==> src/drps_pkg.sv <==
package drps_pkg;
	// ----------------------------------------
	// register map (byte addresses)
	// ----------------------------------------
	localparam logic [7:0] ADR_CTRL   = 8'h00;
	localparam logic [7:0] ADR_KEY    = 8'h04;
	localparam logic [7:0] ADR_GF_THR = 8'h08;
	localparam logic [7:0] ADR_OL_SET = 8'h0C;
	localparam logic [7:0] ADR_THERM  = 8'h10;
	localparam logic [7:0] ADR_STATUS = 8'h14;
	localparam logic [7:0] ADR_COOL   = 8'h18;
	// ctrl fields
	localparam int C_RESTART = 0;
	localparam int C_CFG_LO  = 1;
	localparam int C_FOUR_SP = 4;
	localparam int C_SEL_EN  = 5;
	localparam logic [2:0] CFG_BASIC  = 3'h0;
	localparam logic [2:0] CFG_DIG_CP = 3'h1;
	localparam logic [2:0] CFG_AN_CP  = 3'h2;
	localparam logic [2:0] CFG_REDUND = 3'h3;
	// key register bits, each a one-shot press
	localparam int K_HALT    = 0;
	localparam int K_MANUAL  = 1;
	localparam int K_RUN     = 2;
	localparam int K_STOP    = 3;
	localparam int K_HOME    = 4;
	localparam int K_UP      = 5;
	localparam int K_DOWN    = 6;
	localparam int K_ENTER   = 7;
	localparam int K_RESTORE = 8;
	localparam int K_AUTO    = 9;
	localparam int K_GF_CLR  = 10;
	// contact / sensor-fail input indices
	localparam int I_RA = 0;
	localparam int I_RB = 1;
	localparam int I_SA = 2;
	localparam int I_SB = 3;
	localparam int I_PF = 4;
	localparam int N_IN = 5;
	// timing
	localparam int CLK_KHZ      = 125000;
	localparam int RAMP1_MS     = 1000;
	localparam int RAMP2_MS     = 8000;
	localparam logic [6:0] F_MIN = 7'h1E;
	localparam logic [6:0] F_MAX = 7'h3C;
	localparam int DEBOUNCE_US  = 10000;
	localparam int DB_CYC       = (DEBOUNCE_US * CLK_KHZ) / 1000;
	localparam int TICK_MS      = 100;
	localparam int TICK_CYC     = TICK_MS * CLK_KHZ;
	localparam int TICKS_PER_S  = 1000 / TICK_MS;
	// overload: class 10, 600 % trips in 10 s; net heat at 6x is 35 set^2
	localparam int OL_CLASS_S   = 10;
	localparam int OL_NET_6X    = 35;
	localparam int OL_MULT      = OL_CLASS_S * TICKS_PER_S * OL_NET_6X;
	localparam int COOL_S       = 300;
	localparam logic [15:0] COOL_TICKS = 16'(COOL_S * TICKS_PER_S);
	localparam logic [8:0] GF_FULL = 9'h0FF;
	localparam logic [2:0] WIZ_LAST = 3'h4;
	typedef enum logic [3:0] {
		M_INIT = 4'b0001,
		M_OFF  = 4'b0010,
		M_AUTO = 4'b0100,
		M_MAN  = 4'b1000
	} drps_mode_t;
endpackage

==> src/drps_top.sv <==
// Local design decisions: the APB interface to the registers and the placing of the registers.
`timescale 1ns/100ps
module drps_top
	import drps_pkg::*;
#(
	parameter int RAMP1_CYC = (RAMP1_MS * CLK_KHZ) / int'(F_MIN),
	parameter int RAMP2_CYC = (RAMP2_MS * CLK_KHZ) / int'(F_MAX - F_MIN),
	parameter int DB_CYCLES = DB_CYC,
	parameter int TICK_CYCLES = TICK_CYC
)(
	input  wire logic        pclk,
	input  wire logic        presetn,
	input  wire logic        psel,
	input  wire logic        penable,
	input  wire logic        pwrite,
	input  wire logic [7:0]  paddr,
	input  wire logic [31:0] pwdata,
	output logic             pready,
	output logic             pslverr,
	output logic [31:0]      prdata,
	input  wire logic        run_contact_a,
	input  wire logic        run_contact_b,
	input  wire logic        select_contact_a,
	input  wire logic        select_contact_b,
	input  wire logic        primary_loop_fail,
	input  wire logic        restart_strap,
	input  wire logic        params_blank,
	input  wire logic [7:0]  motor_current,
	input  wire logic [7:0]  earth_leak_level,
	output logic             motor_run,
	output logic             gate_enable,
	output logic [6:0]       out_freq_hz,
	output logic [1:0]       setpoint_sel,
	output logic             backup_loop_sel,
	output logic             ground_fault,
	output logic             overload_fault,
	output logic             wizard_active
);
	// ----------------------------------------
	// state
	// ----------------------------------------
	typedef struct packed {
		drps_mode_t        mode;
		logic              man_run;
		logic [N_IN-1:0]   s1;
		logic [N_IN-1:0]   s2;
		logic [N_IN-1:0]   db;
		logic [N_IN-1:0][23:0] dbc;
		logic              restart;
		logic [2:0]        cfg;
		logic              four_sp;
		logic              sel_en;
		logic [7:0]        gf_thr;
		logic [7:0]        ol_set;
		logic [31:0]       therm;
		logic [15:0]       cool;
		logic              ol_flt;
		logic              gf_flt;
		logic              wiz;
		logic [2:0]        wsel;
		logic [23:0]       tick;
		logic [25:0]       rcnt;
		logic [6:0]        freq;
		logic              run;
		logic              gate;
		logic [1:0]        sp;
		logic              bk;
		logic              pready;
		logic              pslverr;
		logic [31:0]       prdata;
	} drps_state_t;

	drps_state_t st_q;
	drps_state_t st_d;

	logic [N_IN-1:0] pins;
	logic            wr;
	logic [15:0]     keys;
	logic            perm;
	logic            tick;
	logic [15:0]     set_sq;
	logic [15:0]     cur_sq;
	logic [31:0]     ol_lim;
	logic [32:0]     heat;
	logic [31:0]     status;

	assign pins = {primary_loop_fail, select_contact_b, select_contact_a,
		run_contact_b, run_contact_a};
	assign wr   = psel && penable && st_q.pready && pwrite;
	assign keys = (wr && paddr == ADR_KEY) ? pwdata[15:0] : 16'h0000;
	assign tick = st_q.tick == 24'(TICK_CYCLES - 1);
	assign set_sq = 16'(st_q.ol_set) * 16'(st_q.ol_set);
	assign cur_sq = 16'(motor_current) * 16'(motor_current);
	// class 10 limit scales with the square of the overload setting
	assign ol_lim = 32'(set_sq) * 32'(OL_MULT);
	assign status = {9'h000, st_q.wsel, st_q.wiz, st_q.freq, st_q.sp,
		st_q.bk, st_q.gf_flt, st_q.ol_flt, st_q.gate, st_q.run, st_q.man_run,
		st_q.mode};

	// run permission from debounced contacts, per configuration
	always_comb
	begin
		if (st_q.cfg == CFG_REDUND && !st_q.four_sp)
			perm = st_q.db[I_RA];
		else
			perm = st_q.db[I_RA] && st_q.db[I_RB];
	end

	// ----------------------------------------
	// next state
	// ----------------------------------------
	always_comb
	begin
		st_d = st_q;
		// two-stage synchroniser, then debounce
		st_d.s1 = pins;
		st_d.s2 = st_q.s1;
		for (int i = 0; i < N_IN; i++)
		begin
			if (st_q.s2[i] == st_q.db[i])
				st_d.dbc[i] = 24'h000000;
			else if (st_q.dbc[i] == 24'(DB_CYCLES - 1))
			begin
				st_d.db[i]  = st_q.s2[i];
				st_d.dbc[i] = 24'h000000;
			end
			else
				st_d.dbc[i] = st_q.dbc[i] + 24'h000001;
		end

		// apb register writes
		if (wr)
		begin
			case (paddr)
				ADR_CTRL:
				begin
					st_d.restart = pwdata[C_RESTART];
					st_d.cfg     = pwdata[C_CFG_LO +: 3];
					st_d.four_sp = pwdata[C_FOUR_SP];
					st_d.sel_en  = pwdata[C_SEL_EN];
				end
				ADR_GF_THR: st_d.gf_thr = pwdata[7:0];
				ADR_OL_SET: st_d.ol_set = pwdata[7:0];
				default: st_d.restart = st_q.restart;
			endcase
		end

		// mode and keys; halt outranks the manual, auto and run keys
		case (st_q.mode)
			M_INIT:
			begin
				st_d.restart = restart_strap;
				st_d.wiz     = params_blank;
				st_d.mode    = restart_strap ? M_AUTO : M_OFF;
			end
			M_OFF, M_AUTO, M_MAN:
			begin
				if (keys[K_HALT])
					st_d.mode = M_OFF;
				else if (keys[K_MANUAL])
					st_d.mode = M_MAN;
				else if (keys[K_AUTO])
					st_d.mode = M_AUTO;
				// a trip in AUTO without restart permission drops to OFF
				else if (st_q.ol_flt && !st_q.restart && st_q.mode == M_AUTO)
					st_d.mode = M_OFF;
			end
			default: st_d.mode = M_OFF;
		endcase
		if (st_d.mode != M_MAN || keys[K_STOP])
			st_d.man_run = 1'b0;
		else if (keys[K_RUN])
			st_d.man_run = 1'b1;

		// setup wizard: scheme 0..4, enter accepts, home skips
		if (keys[K_RESTORE])
		begin
			st_d.wiz     = 1'b1;
			st_d.wsel    = 3'h0;
			st_d.restart = 1'b0;
			st_d.cfg     = CFG_BASIC;
		end
		else if (st_q.wiz)
		begin
			if (keys[K_HOME] || keys[K_ENTER])
				st_d.wiz = 1'b0;
			if (keys[K_UP] && st_q.wsel != WIZ_LAST)
				st_d.wsel = st_q.wsel + 3'h1;
			else if (keys[K_DOWN] && st_q.wsel != 3'h0)
				st_d.wsel = st_q.wsel - 3'h1;
		end

		// ground fault: a lower threshold raises the trip level
		if ({1'b0, earth_leak_level} + {1'b0, st_q.gf_thr} > GF_FULL)
			st_d.gf_flt = 1'b1;
		else if (keys[K_GF_CLR])
			st_d.gf_flt = 1'b0;

		// thermal model on a slow tick
		st_d.tick = tick ? 24'h000000 : st_q.tick + 24'h000001;
		heat = {1'b0, st_q.therm} + (st_q.run ? 33'(cur_sq) : 33'h000000000);
		if (tick)
		begin
			// heating while running, cooling always
			st_d.therm = (heat > 33'(set_sq)) ? 32'(heat - 33'(set_sq))
				: 32'h00000000;
			if (st_q.cool != 16'h0000)
				st_d.cool = st_q.cool - 16'h0001;
		end
		// restore of a retained estimate before restart
		if (wr && paddr == ADR_THERM)
			st_d.therm = pwdata;
		if (st_q.therm >= ol_lim && st_q.run && !st_q.ol_flt)
		begin
			st_d.ol_flt = 1'b1;
			st_d.cool   = COOL_TICKS;
		end
		else if (st_q.ol_flt && st_q.cool == 16'h0000 && st_q.therm < ol_lim)
			st_d.ol_flt = 1'b0;

		// run decision and gate inhibit
		st_d.run = !st_q.ol_flt && ((st_q.mode == M_AUTO && perm)
			|| (st_q.mode == M_MAN && st_q.man_run));
		st_d.gate = st_d.run && !st_d.gf_flt;

		// start ramp; stop coasts, so frequency drops at once
		if (!st_q.run)
		begin
			st_d.freq = 7'h00;
			st_d.rcnt = 26'h0000000;
		end
		else if (st_q.freq != F_MAX)
		begin
			if (st_q.rcnt == 26'((st_q.freq < F_MIN ? RAMP1_CYC : RAMP2_CYC) - 1))
			begin
				st_d.freq = st_q.freq + 7'h01;
				st_d.rcnt = 26'h0000000;
			end
			else
				st_d.rcnt = st_q.rcnt + 26'h0000001;
		end

		// setpoint and sensor selection
		if (st_q.cfg == CFG_REDUND && !st_q.four_sp)
			st_d.sp = {1'b0, st_q.db[I_RB]};
		else if ((st_q.cfg == CFG_REDUND && st_q.four_sp)
			|| (st_q.cfg == CFG_BASIC && st_q.sel_en))
			st_d.sp = {st_q.db[I_SB], st_q.db[I_SA]};
		else
			st_d.sp = 2'h0;
		st_d.bk = st_q.cfg == CFG_REDUND && st_q.db[I_PF];

		// apb answer: one wait-free access phase
		st_d.pready  = psel && !penable;
		st_d.pslverr = 1'b0;
		st_d.prdata  = 32'h00000000;
		if (psel && !penable)
		begin
			case (paddr)
				ADR_CTRL: st_d.prdata = 32'({st_q.sel_en, st_q.four_sp,
					st_q.cfg, st_q.restart});
				ADR_KEY: st_d.prdata = 32'h00000000;
				ADR_GF_THR: st_d.prdata = 32'(st_q.gf_thr);
				ADR_OL_SET: st_d.prdata = 32'(st_q.ol_set);
				ADR_THERM: st_d.prdata = st_q.therm;
				ADR_STATUS: st_d.prdata = status;
				ADR_COOL: st_d.prdata = 32'(st_q.cool);
				default: st_d.pslverr = 1'b1;
			endcase
		end
	end

	// ----------------------------------------
	// registers
	// ----------------------------------------
	always_ff @(posedge pclk or negedge presetn)
	begin
		if (!presetn)
		begin
			st_q         <= '0;
			st_q.mode    <= M_INIT;
			st_q.four_sp <= 1'b1;
			st_q.ol_set  <= 8'h80;
			st_q.gf_thr  <= 8'h80;
		end
		else
			st_q <= st_d;
	end

	assign pready          = st_q.pready;
	assign pslverr         = st_q.pslverr;
	assign prdata          = st_q.prdata;
	assign motor_run       = st_q.run;
	assign gate_enable     = st_q.gate;
	assign out_freq_hz     = st_q.freq;
	assign setpoint_sel    = st_q.sp;
	assign backup_loop_sel = st_q.bk;
	assign ground_fault    = st_q.gf_flt;
	assign overload_fault  = st_q.ol_flt;
	assign wizard_active   = st_q.wiz;
endmodule

==> config.mk <==
export PLATFORM = sky130hd
export DESIGN_NAME = drps_top
export DESIGN_NICKNAME = d
export VERILOG_FILES = /design/src/drps_pkg.sv /design/src/drps_top.sv
export SDC_FILE = /design/constraint.sdc
export NUM_CORES = 1
export LEC_CHECK = 0
export BUFFER_PORTS_ARGS = -buffer_cell sky130_fd_sc_hd__clkbuf_2
export CAP_MARGIN = 25
export CORE_MARGIN = 10
export CORE_UTILIZATION = 50
export DETAILED_ROUTE_END_ITERATION = 10
export GPL_TIMING_DRIVEN = 0
export PLACE_DENSITY_LB_ADDON = 0.1
export SYNTH_ARGS = -nofsm -noshare
export SYNTH_HDL_FRONTEND = slang
export SYNTH_SLANG_ARGS = --single-unit
==> constraint.sdc <==
create_clock -name pclk -period 12.75 [get_ports pclk]
set_input_delay 1.275 -clock pclk [delete_from_list [all_inputs] [get_ports pclk]]
set_output_delay 1.275 -clock pclk [all_outputs]
set_load 0.005 [all_outputs]
==> impl_metrics.yaml <==
logic_synthesis:
  ys_top_cells_by_count: "dfrtp_1, nor2_1, inv_1, ha_1, nand2_1"
  synth_edf_count: 0
  yosys_register_bits: 312
  synthMostInstantiatedCell: "dfrtp_1"
  ys_top_cells_by_area: "dfrtp_1, ha_1, fa_1"
  yosysSeqAreaShare_pct: 32.8
  synth_ff_type: "dfrtp_1"
  netlist_area_sq_um: 23800
  syn_avg_cell_area_sq_um: 9.22
  synth-warning-count: 0
  synth_top_area_share_pct: 32.3
  async_flop_share_pct: 100
  yosys.area.top_type: "dfrtp_1"
  syn_inst: 2585
  synth_cell_types: 71
placed_design:
  gp_congestion: 0.910
  place_hpwl_um: 47800
  pre_cts_ws_ns: 0.530
  portBuffers: 111
sta:
  whs_ns: 0.348
  clock_skew_ns: 0.0189
  setup_viol: 0
  final_hold_viol_count: 0
  period_minus_slack_ns: 12.10
  fin_ws_ns: 0.646
  relSlewSlack_pct: 39.3
  max_freq_mhz: 82.6
  setup_tns_ns: 0
  min_period_over_period_pct: 94.9
  maxSlewViolCount: 0
  rsz0062_at_grt: "no"
  max_slew.worst_pin.slew_ns: 0.902
route:
  dr.pass1.iters: 7
  wl_um: 60300
  vias: 18800
  wl_per_cell_um: 17.9
  drtIter0Drc: 1173
  antenna_left: 0
  drc_errors: 0
  vias_per_cell: 5.57
floorplan:
  die_area_sq_um: 56800
  chipWidth_um: 238
  fp.dieH_um: 238
  boundaryPins: 117
  coreArea_sq_um: 46900
  initial_core_util_pct: 50.9
  std_cell_rows: 79
critical_path:
  endpoint: "st_q[117]"
  r2r_end: "st_q[117]"
  cp_max_fo: 10
  r2r_cells: 42
  start_kind: "register"
  path_class: "register to register"
  end_kind: "register"
  worstPathRequired_ns: 13.13
  rrSetupSlack_ns: 0.65
  critPathArrivalTime_ns: 12.49
  worstReg2RegStart: "st_q[157]"
  slowest_delay_ns: 0.65
  crit_start: "st_q[157]"
  slowest_stage: "nor4_1"
outcome:
  status: "finished, final reports clean"
cells_and_area:
  synthToLayoutAreaGrowth_pct: 11.3
  fin_nets: 3133
  drive_above_1_share_pct: 9.77
clock_network:
  cts_tree: "yes"
  clk_pin_slew_ns: 0.06
  cts_setup_buffers: 0
  cts_sinks: 312
  cts-resized-gates: 0
  clk-insertion-delay-late_ns: 0.53
  ctsHtreeMaxLevel: 2
  ctsHoldBuffers: 0
  cts-root-buf: "clkbuf_16"
  numCtsBuffers: 34
  clock_path_buffers: 3
grt:
  grt.total_usage_pct: 21.1
  grt_start_max_net_pins: 92
  gr-total-overflow: 0
  antenna_found_initial: 5
  grt_first_pass_wirelength_um: 98000
  grt_pass1_vias: 18900
power_and_ir_drop:
  cellLeakagePower_nw: 12.6
  power_density_nw_per_um2: 88.3
  ir_drop_mv: 0.122
  total_power_w: 0.00234
job:
  max_cap_violations: 0
min_path:
  hp-class: "register to register"
critical path, delay by kind of cell, from the launching register on:
family | cells | cell delay (ns)
xor+xnor | 2 | 0.61
flops | 1 | 0.51
fa+ha+maj | 12 | 5.16
simple gates | 6 | 1.68
buf+inv | 9 | 1.37
compound gates | 13 | 2.63
layout make-up:
type                            count  area, sq um
Fill cell                        4252        20300
Multi-Input combinational cell   1908        14500
Sequential cell                   312         7810
Clock buffer                       46          987
Inverter                          259          972
Tap cell                          607          759
Timing Repair Buffer              116          657
Buffer                            109          566
Clock inverter                     13          241
Antenna cell                        4         10.0
placed cells by master, fill, tap and decap left out, drive strengths merged, types with 26 or more instances in the layout:
cell / netlist / routed
a21o: 29 / 29
a21oi: 113 / 113
a22oi: 56 / 56
and2: 59 / 59
and3: 50 / 50
buf: 45 / 50
clkbuf: 64 / 221
dfrtp: 308 / 308
fa: 107 / 107
ha: 218 / 218
inv: 259 / 259
nand2: 165 / 165
nand2b: 26 / 26
nand3: 91 / 91
nand4: 46 / 46
nor2: 266 / 266
nor3: 38 / 38
nor4: 26 / 26
o21ai: 105 / 105
or3: 40 / 40
xnor2: 138 / 138
xor2: 117 / 117
worst min-delay path by stage:
| stage | start | to | slack, ns | depth (start not counted) |
|---|---|---|---|---|
| 2_1_floorplan | st_d[297] | st_q[297] | 0.33 | 0 |
| 3_5_place_dp | st_d[297] | st_q[297] | 0.33 | 0 |
| 4_1_cts | st_d[297] | st_q[297] | 0.35 | 0 |
| 6_report | st_d[297] | st_q[297] | 0.35 | 0 |
| 5_1_grt | st_d[297] | st_q[297] | 0.35 | 0 |
| 3_3_place_gp | st_d[297] | st_q[297] | 0.33 | 0 |
through the flow:
stage / instances / instance area (sq um) / utilization [%]
final: 3374 / 26500 / 56.6
after global routing: 3371 / 26500 / 56.6
after CTS: 3369 / 26500 / 56.5
after detailed placement: 3310 / 25300 / 53.9
after global placement: 3306 / 25200 / 53.7
after floorplan: 2588 / 23800 / -
sequential cells by signal, summed over array words and instances (netlist names):
| signal | count |
|---|---|
| st_q | 258 |
| out_freq_hz | 7 |
| ground_fault | 1 |
| backup_loop_sel | 1 |
| prdata | 32 |
| wizard_active | 1 |
| setpoint_sel | 2 |
| st_d | 5 |
| overload_fault | 1 |
| pslverr | 1 |
| pready | 1 |
| motor_run | 1 |
| gate_enable | 1 |
cells by family after synthesis:
family	after synthesis	share of synthesized area [%]
simple gates	891	18.7
compound gates	401	10.8
buf+inv	368	6.45
fa+ha+maj	325	20.4
flops	312	32.8
xor+xnor	255	9.37
mux	32	1.48
other cells	1	0.0157
per-layer routing:
layer	GRT usage (%)	vias up	wire length, um
met5	0	-	13
met3	3.31	75	3090
met2	35.3	389	28900
met1	28.1	9241	27100
li1	-	9076	-
met4	5.36	2	1210
report_power, final:
group | internal [W] | switching (W) | total, W
Clock | 0.000667 | 0.000406 | 0.00107
Sequential | 0.000999 | 0.00000832 | 0.00101
Combinational | 0.000107 | 0.000153 | 0.000260
No activity file was read; power rests on OpenSTA's default activity.
